==> config.mk <==
export PLATFORM = sky130hd
export DESIGN_NAME = panel_key_matrix_scanner
export DESIGN_NICKNAME = d
export VERILOG_FILES = /design/src/logic/key_scan_pkg.sv /design/src/logic/panel_key_matrix_scanner.sv /design/src/logic/scan_divider.sv
export SDC_FILE = /design/constraint.sdc
export NUM_CORES = 1
export LEC_CHECK = 0
export BUFFER_PORTS_ARGS = -buffer_cell sky130_fd_sc_hd__buf_4
export CORE_MARGIN = 2
export CORE_UTILIZATION = 40
export DETAILED_ROUTE_END_ITERATION = 7
export HOLD_SLACK_MARGIN = 0.05
export SETUP_SLACK_MARGIN = 0.02
export SYNTH_ARGS = -nofsm -noshare
export SYNTH_HDL_FRONTEND = slang
export SYNTH_HIERARCHICAL = 1
export SYNTH_SLANG_ARGS = --single-unit
==> constraint.sdc <==
create_clock -name sys_clk -period 5.91 [get_ports sys_clk]
set_input_delay 0.2955 -clock sys_clk [delete_from_list [all_inputs] [get_ports sys_clk]]
set_output_delay 0.2955 -clock sys_clk [all_outputs]
set_load 0.03 [all_outputs]
==> src/logic/key_scan_pkg.sv <==
// Constants and carrier types for the front panel key matrix scanner
// How it works
// RL1: Keys join column to row; 8:1 select, 2:4 rows.
// RL2: Scan steps once per 2048 system clocks.
// RL3: Rows driven low one at a time.
// RL4: Closed key on driven row pulls column low.
// RL5: Selector output low when its column low.
// RL6: Samples shift into four-stage debounce register.
// RL7: Change counts after two further agreeing scans.
// RL8: Polarity shows closed after debounced press.
// RL9: Position lines carry scanned key into latch.
// RL10: Strobe interrupts host; host reads the latch.
// RL11: Position plus polarity identify key and direction.
// RL12: Release reported likewise after three scans.
// RL13: Second pending change holds scanning until read.
// RL14: Strobe and latch hold until host reads.
`default_nettype none

package key_scan_pkg;

	// ****************************************
	// Timing and matrix shape
	// ****************************************
	localparam int CLK_PERIOD_NS = 10;
	localparam int SCAN_DIV_CYC  = 2048;
	localparam int DIV_W         = 11;
	localparam int ROWS          = 4;
	localparam int COLS          = 8;
	localparam int POS_W         = 5;
	localparam int SEL_W         = 3;
	localparam int SHIFT_DEPTH   = 4;

	// ****************************************
	// Types and reset values
	// ****************************************
	typedef enum logic [1:0]
	{
		ST_SCAN  = 2'b00,
		ST_TRACK = 2'b01,
		ST_HOLD  = 2'b11
	} scan_state_e;

	typedef struct packed
	{
		logic             valid;
		logic [POS_W-1:0] pos;
		logic             pol;
	} key_event_s;

	typedef struct packed
	{
		scan_state_e            st;
		logic [POS_W-1:0]       pos;
		logic [ROWS-1:0]        row_n;
		logic [ROWS*COLS-1:0]   keys;
		logic [POS_W-1:0]       cand_pos;
		logic                   cand_val;
		logic [SHIFT_DEPTH-1:0] sh;
		key_event_s             rep;
		key_event_s             held;
	} scan_state_s;

	typedef struct packed
	{
		logic [DIV_W-1:0] cnt;
		logic             tick;
	} div_state_s;

	localparam logic [ROWS-1:0] ROW_RESET  = 4'he;
	localparam scan_state_s     SCAN_RESET = '{st: ST_SCAN, row_n: ROW_RESET, default: '0};
	localparam div_state_s      DIV_RESET  = '{default: '0};

endpackage

`default_nettype wire

==> src/logic/panel_key_matrix_scanner.sv <==
// Front panel key matrix scanner with debounce and two-key rollover
`default_nettype none

module panel_key_matrix_scanner
	import key_scan_pkg::*;
#(
	parameter int SCAN_DIV = SCAN_DIV_CYC
)(
	input  wire logic             sys_clk,             // System clock, 100 MHz
	input  wire logic             rst,                 // Async reset, active high
	input  wire logic [COLS-1:0]  column_n,            // Column lines, low = closed key
	output logic      [ROWS-1:0]  row_drive_n,         // Row lines, one low at a time
	input  wire logic             host_read,           // Host read the latch, one pulse
	output logic                  key_change_strobe_n, // Change pending, active low
	output logic                  key_polarity,        // 1 = key now closed
	output logic      [POS_W-1:0] key_position,        // Row and column of key
	output logic                  scan_hold,           // Scanning stopped for rollover
	output logic                  panel_scan_clock     // Scan step enable pulse
);

	scan_state_s      s_q;
	scan_state_s      s_d;
	logic             tick;
	logic [SEL_W-1:0] sel_col;
	logic             sel_out_n;
	logic             sample;
	logic             confirm;
	key_event_s       ev;

	// ****************************************
	// Scan step divider
	// ****************************************
	scan_divider #(
		.DIV     (SCAN_DIV)
	) u_div (
		.sys_clk (sys_clk),
		.rst     (rst),
		.run     (s_q.st != ST_HOLD),
		.tick    (tick)
	);

	assign panel_scan_clock = tick;

	// ****************************************
	// Key selection
	// ****************************************
	// Low three bits of the scan position pick the column, top two the row
	assign sel_col = s_q.pos[SEL_W-1:0];                 // [RL1]
	// Only the driven row can pull a column low, so one key is seen
	assign sel_out_n = column_n[sel_col];                // [RL4] [RL5]
	assign sample = ~sel_out_n;

	// Row decoder: drive the addressed row low, release the others
	function automatic logic [ROWS-1:0] row_decode(input logic [1:0] r);
		row_decode = ~(ROWS'(1) << r);
	endfunction

	// ****************************************
	// Scan, debounce and report
	// ****************************************
	// Only one candidate is tracked; other changes are caught on later passes
	always_comb
	begin
		s_d = s_q;
		confirm = 1'b0;
		ev = '{valid: 1'b1, pos: s_q.cand_pos, pol: s_q.cand_val};
		// Host read frees the latch; a held second change moves in behind it
		if (host_read)
		begin
			s_d.rep.valid = 1'b0;                        // [RL10]
			if (s_q.held.valid)
			begin
				s_d.rep = s_q.held;                      // [RL13]
				s_d.held.valid = 1'b0;
				s_d.st = ST_SCAN;
			end
		end
		if (tick && s_q.st != ST_HOLD)
		begin
			case (s_q.st)
				ST_SCAN:
				begin
					if (sample != s_q.keys[s_q.pos])
					begin
						s_d.cand_pos = s_q.pos;
						s_d.cand_val = sample;
						// Oldest stage keeps the pre-change state
						s_d.sh = {{(SHIFT_DEPTH-1){s_q.keys[s_q.pos]}}, sample}; // [RL6]
						s_d.st = ST_TRACK;
					end
				end
				ST_TRACK:
				begin
					if (s_q.pos == s_q.cand_pos)
					begin
						s_d.sh = {s_q.sh[SHIFT_DEPTH-2:0], sample}; // [RL6]
						if (sample != s_q.cand_val)
						begin
							// Bounce: drop the candidate and look again
							s_d.st = ST_SCAN;
						end
						else if (s_q.sh[1:0] == {2{s_q.cand_val}})
						begin
							confirm = 1'b1;              // [RL7] [RL12]
						end
					end
				end
				default:
				begin
					s_d.st = ST_SCAN;
				end
			endcase
			// Step to the next key and its row
			s_d.pos = s_q.pos + 5'h01;                   // [RL2]
			s_d.row_n = row_decode(s_d.pos[POS_W-1:SEL_W]); // [RL3]
		end
		if (confirm)
		begin
			s_d.keys[s_q.cand_pos] = s_q.cand_val;
			s_d.st = ST_SCAN;
			// A change confirmed in the read cycle is not lost
			if (!s_d.rep.valid)
			begin
				s_d.rep = ev;                            // [RL8] [RL9] [RL11]
			end
			else
			begin
				s_d.held = ev;
				s_d.st = ST_HOLD;                        // [RL13]
			end
		end
	end

	// State register
	always_ff @(posedge sys_clk or posedge rst)
	begin
		if (rst)
			s_q <= SCAN_RESET;
		else
			s_q <= s_d;
	end

	// ****************************************
	// Outputs
	// ****************************************
	// Latch content stands until the host reads it
	assign row_drive_n = s_q.row_n;
	assign key_change_strobe_n = ~s_q.rep.valid;          // [RL10] [RL14]
	assign key_polarity = s_q.rep.pol;                    // [RL8] [RL11]
	assign key_position = s_q.rep.pos;                    // [RL9] [RL11]
	assign scan_hold = (s_q.st == ST_HOLD);               // [RL13]
endmodule

`default_nettype wire

==> src/logic/scan_divider.sv <==
// Scan step divider: one-cycle enable every DIV system clocks
`default_nettype none

module scan_divider
	import key_scan_pkg::*;
#(
	parameter int DIV = SCAN_DIV_CYC
)(
	input  wire logic sys_clk, // System clock
	input  wire logic rst,     // Async reset, active high
	input  wire logic run,     // Count enable; low freezes the scan
	output logic      tick     // One-cycle scan step pulse
);

	localparam logic [DIV_W-1:0] LAST = DIV_W'(DIV - 1);

	div_state_s s_q;
	div_state_s s_d;

	// ****************************************
	// Divide the bus clock down to the scan rate
	// ****************************************
	// Counter freezes while held so the step phase survives a rollover stall
	always_comb
	begin
		s_d = s_q;
		s_d.tick = 1'b0;
		if (run)
		begin
			if (s_q.cnt == LAST)
			begin
				s_d.cnt = '0;
				s_d.tick = 1'b1; // [RL2]
			end
			else
			begin
				s_d.cnt = s_q.cnt + 1'b1;
			end
		end
	end

	// State register
	always_ff @(posedge sys_clk or posedge rst)
	begin
		if (rst)
			s_q <= DIV_RESET;
		else
			s_q <= s_d;
	end

	assign tick = s_q.tick;

endmodule

`default_nettype wire

# == After elaboration in Yosys (flattened, before gate mapping) ==
# Index checks and enable logic that the tools add are counted.
# totals
ff_bits,77
elab_cells,74
# op_classes
n_addsub,2
n_lt_le_gt_ge,4
n_eq_ne,10
shifts,1
muxes,32
bitwise_logic,3
reduce_logical,7
# ops
cell,count
bitwise mux 32 bit,1
two-way mux 11 bit,2
two-way mux 2 bit,9
two-way mux 8 bit,2
two-way mux 14 bit,1
"< comparator 5 x 6 -> 1 bit, second input constant",2
"adder 11 x 1 -> 11 bit, second input constant",1
"equality test 11 bit, second input constant",1
two-way mux 1 bit,10
one-hot mux 2 bit (2 select lines),2
two-way mux 7 bit,1
two-way mux 6 bit,1
"!= test 2 bit, second input constant",3
"adder 5 x 1 -> 5 bit, second input constant",1
binary-select mux 1 bit (select 5 bit),1
demux 1 bit (select 5 bit),1
equality test 5 bit,1
">= comparator 5 x 1 -> 1 bit, second input constant",1
"< comparator 3 x 4 -> 1 bit, second input constant",1
inverter 4 bit,1
AND reduction 4 bit,1
"left shift 1 x 2 -> 4 bit, first input constant",1
binary-select mux 1 bit (select 3 bit),1
AND reduction 3 bit,1
other kinds (9),12

# == Depth between registers and ports, before layout ==
# logic_depth
ltp_word,9
depth_mapped,9
mapped_depth_nobuf,6

# == By module ==
# Netlist, hierarchy kept.
# modules_own_cells
mod,instances,cells_per_inst,area_per_inst_um2,seq_area_each_um2
panel_key_matrix_scanner,1,335,3585.9,1630.3
scan_divider,1,55,590.6,300.3

# == Least setup slack after synthesis ==
# No wires, ideal clock.
# synth_path
path_type,register to register
startpoint,register s_q[61] (netlist bit)
endpoint,register s_q[32] (netlist bit)
setup_time_ns,0.127
arrival_time_ns,2.212
path_slack_ns,3.571
stages_incl_launch_ff,9
path_buffers,2
synth_period_minus_slack_ns,2.339
cell_sequence,dfrtp_1 buf_2 mux4_2 mux2i_4 xnor2_1 and2_4 buf_4 nand3_1 mux2_1
# synth_via
elab_chain_cells,8
# synth_rtl
element,line,rtl
from (decl),panel_key_matrix_scanner.sv:21,scan_state_s s_q;
from (signal assigned),panel_key_matrix_scanner.sv:138,s_q <= SCAN_RESET;
from (signal assigned),panel_key_matrix_scanner.sv:140,s_q <= s_d;
binary-select mux 1 bit (select 3 bit),panel_key_matrix_scanner.sv:50,assign sel_out_n = column_n[sel_col];
two-way mux 1 bit (not written as such),panel_key_matrix_scanner.sv:50,
inverter 1 bit,panel_key_matrix_scanner.sv:51,assign sample = ~sel_out_n;
!= test 1 bit,panel_key_matrix_scanner.sv:97,if (sample != s_q.cand_val)
two-way mux 1 bit,panel_key_matrix_scanner.sv:97,
two-way mux 1 bit (*),panel_key_matrix_scanner.sv:94,if (s_q.pos == s_q.cand_pos)
two-way mux 1 bit (*),panel_key_matrix_scanner.sv:80,case (s_q.st)
two-way mux 1 bit (*),panel_key_matrix_scanner.sv:78,if (tick && s_q.st != ST_HOLD)
# Mark *: on every way between the ends. The rest lies on a longest branch, timed or not. The select of a mux whose other input is x is not followed.
# A chain may end at the register's enable or synchronous reset.

# == Final worst setup path ==
# layout_path
startpoint,register s_q[61] (netlist bit)
endpoint,register s_q[5] (netlist bit)
# layout_via
elab_chain_cells,9
# layout_rtl
element,line
binary-select mux 1 bit (select 3 bit),panel_key_matrix_scanner.sv:50
two-way mux 1 bit (not written as such),panel_key_matrix_scanner.sv:50
inverter 1 bit,panel_key_matrix_scanner.sv:51
!= test 1 bit,panel_key_matrix_scanner.sv:97
two-way mux 1 bit,panel_key_matrix_scanner.sv:97
two-way mux 1 bit (*),panel_key_matrix_scanner.sv:94
two-way mux 1 bit (*),panel_key_matrix_scanner.sv:80
two-way mux 1 bit (*),panel_key_matrix_scanner.sv:78
AND reduction 2 bit (no source line) (*),n/a
# Marks and branches as above.

==> out/qor.yml <==
detailed_routing:
  drc: 0
  avgViaCountPerCell: 5.46
  drt_first_pass_iters: 4
  vias: 2894
  ant_nets: 0
  post_drt_wl_per_cell_microns: 15.9
  wl_microns: 8440
  drtIter0Drc: 211
timing:
  fin_crit_ns: 3.18
  final-setup-viol-count: 0
  rsz0062_at_grt: "false"
  finalHoldViolations: 0
  fin_crit_sh_pct: 53.8
  worst_pin_slew_ns: 1.07
  tns_ns: 0
  max_freq_mhz: 314
  setup_slack_ns: 2.73
  finClkSkew_ns: 0.00923
  slew_viol_final: 0
  relSlewSlack_pct: 28.8
yosys:
  synth_nets: 403
  ys_types: 50
  synth_top_family_by_area: "multiplexers"
  synth_simple_gate_area_share_pct: 17.2
  seq_area_frac_synth_pct: 46.2
  synth_flop_cell: "dfrtp_1"
  synthMuxAreaShare_pct: 19.3
  synthCells: 390
  yosysWarningCount: 6
  synthesis.area_sq_um: 4180
  synth_xor_area_share_pct: 4.40
  synth_edf_count: 0
  postSynthAreaPerCell_sq_um: 10.7
  synth_compound_area_share_pct: 6.68
  async_reset_ff_share_pct: 100
  ys_ff_latch: 77
  synthAdderAreaFrac_pct: 0.599
clocking:
  clockRootBuffer: "clkbuf_8"
  clk_latency_ns: 0.36
  htreeDepth: 3
  cts.sinks: 77
  cts_resized: 0
  path_clk_slew_ns: 0.09
  post_cts_buffers: 0
  cts_tree: "done"
  clock_path_buffers: 2
  numCtsBuffers: 9
  hold_buffers: 1
worst_setup_path:
  crit_family: "multiplexers"
  critical_path.cell_chain: "mux4_2, mux2i_4, xnor2_1, and2_4, nand2b_1, mux2_1"
  r2r_slack_ns: 2.73
  crit_fanout: 31
  cpPeakStageDelay_ns: 0.85
  slowest_stage: "dfrtp_1"
  endpoint_kind: "flip-flop"
  crit_type: "reg2reg"
  required_ns: 6.16
  crit_buf_inv: 0
  crit_path_start_kind: "flip-flop"
  crit_arrival_ns: 3.43
place:
  dp_slack_ns: 2.72
  port_buffers: 23
  gp_congestion: 0.773
  detailed_place_hpwl_microns: 5630
power:
  p_leak_nw: 2.11
  p_int_mw: 0.787
  seqPwrFrac_pct: 52.0
  power.density_nw_per_um2: 222
  sw_frac_of_total_pct: 22.2
  power_switching_mw: 0.225
  clkPwrFrac_pct: 45.9
  p_total_mw: 1.01
  ir_drop_mv: 0.102
  combPwrFrac_pct: 2.0
cells_and_area:
  area_growth_pct: 9.35
  antenna_cells: 0
  postLayoutCoreUtil_pct: 44.6
  layout.nets: 402
  drive_gt1_share_pct: 15.5
  final_cell_mix: "dfrtp_1 (74), mux2_1 (41), nand3_1 (36), nand2_1 (24), buf_4 (24)"
  final_common_cell: "dfrtp_1"
die:
  initial_core_util_pct: 40.8
  die_w_microns: 106
  coreArea_sq_um: 10200
  die_area_sq_um: 11300
  die_h_microns: 106
  rows: 37
  pin_count: 24
grt:
  first_global_vias: 2766
  grt_overflow: 0
  grt_max_degree: 66
  antenna_found_initial: 0
  track_usage_pct: 16.2
  grt_pass1_wl_microns: 14200
job:
  drv_cap: 0
outcome:
  status: "finished, final reports clean"
hold_path:
  hold_class: "in2reg"
[worst paths after layout]
check | to | depth (start not counted) | from
worst max-delay path | s_q[5]$_DFFE_PP0P_ | 6 | s_q[61]$_DFFE_PP0P_
worst max register to register | s_q[5]$_DFFE_PP0P_ | 6 | s_q[61]$_DFFE_PP0P_
worst min-delay path | s_q[6]$_DFF_PP0_ | 2 | host_read
min in group asynchronous | u_div/s_q[10]$_DFFE_PP0P_ | 3 | rst
max in group asynchronous | ev[0]$_DFFE_PP0P_ | 4 | rst
worst min register to register | s_q[47]$_DFFE_PP0P_ | 1 | s_q[47]$_DFFE_PP0P_
[kinds of logic (layout without fill, tap and decap cells)]
| family | after synthesis | in the layout |
|---|---|---|
| and+or+nand+nor | 132 | 132 |
| DFF | 77 | 77 |
| muxes | 70 | 70 |
| buffers and inverters | 46 | 50 |
| AOI/OAI and AO/OA | 42 | 42 |
| xor gates and xnor gates | 21 | 21 |
| adders and majority gates | 2 | 2 |
[synthesized netlist by cell type (2+ instances only)]
master	instances	area, sq um
a211oi_1	2	15.0
a21oi_1	14	70.1
a22oi_1	4	30.0
and3b_1	3	26.3
nor4_1	2	12.5
xnor2_1	14	123
mux2i_4	2	45.0
mux2_2	3	33.8
dfrtp_1	74	1850
nand2_1	24	90.1
mux2_1	41	462
a31oi_1	4	25.0
nand2b_1	6	37.5
or3_1	4	25.0
o21ai_0	6	30.0
inv_1	8	30.0
mux4_2	2	45.0
o21a_1	2	15.0
mux2i_1	22	220
nor3_1	5	25.0
or2_2	2	12.5
and2_1	2	12.5
clkbuf_1	16	60.1
nor3b_1	3	22.5
nand4_1	12	75.1
nor2b_1	6	37.5
dfstp_2	3	78.8
nand3_1	36	180
o22ai_1	2	12.5
nand3b_1	3	22.5
nor2_1	19	71.3
buf_4	12	90.1
ha_1	2	25.0
buf_2	8	40.0
xor2_1	7	61.3
[worst reg2reg max path: cells and delay by family, from the launching register on]
family	cells	cell delay [ns]
AND/OR/NAND/NOR	2	0.69
XOR/XNOR	1	0.23
flip-flops	1	0.85
multiplexers	3	1.31
[routing by layer]
| layer | vias up | routed length, microns | track usage [%] |
|---|---|---|---|
| met4 | 0 | 196 | 6.20 |
| met3 | 16 | 309 | 3.99 |
| met2 | 50 | 3810 | 24.0 |
| met1 | 1449 | 4130 | 22.7 |
| met5 | - | 0 | 0 |
| li1 | 1379 | - | - |
[sequential cells by signal, summed over array words and instances, names as in the netlist]
signal	flops
ev	6
key_polarity	1
key_position	5
row_drive_n	4
s_q	49
u_div/s_q	11
u_div/tick	1
[metrics by stage]
step / cell area (sq um) / instances / hold slack, ns
finish: 4570 / 530 / 0.133
global route: 4570 / 530 / 0.134
CTS: 4570 / 530 / 0.109
detailed placement: 4330 / 513 / 0.355
global placement: 4330 / 513 / 0.354
floorplan: 4180 / 390 / 0.160
[layout make-up]
cell class | instances | area [sq um]
repair buffers | 25 | 190
flip-flops and latches | 77 | 1930
clock inverters | 6 | 93.8
fillers | 959 | 5660
multi-input cells | 267 | 2010
clock buffers | 10 | 138
well taps | 136 | 170
inverters | 9 | 33.8
[power groups by stage]
| stage | combinational (mW) | sequential, mW | clock [mW] |
|---|---|---|---|
| 3_5_place_dp | 0.0214 | 0.537 | 0 |
| 2_1_floorplan | 0.0115 | 0.537 | 0 |
| 5_1_grt | 0.0239 | 0.527 | 0.500 |
| 3_3_place_gp | 0.0212 | 0.537 | 0 |
| 6_report | 0.0207 | 0.526 | 0.465 |
| 4_1_cts | 0.0218 | 0.526 | 0.474 |
Power figures use the tool's default switching activity.
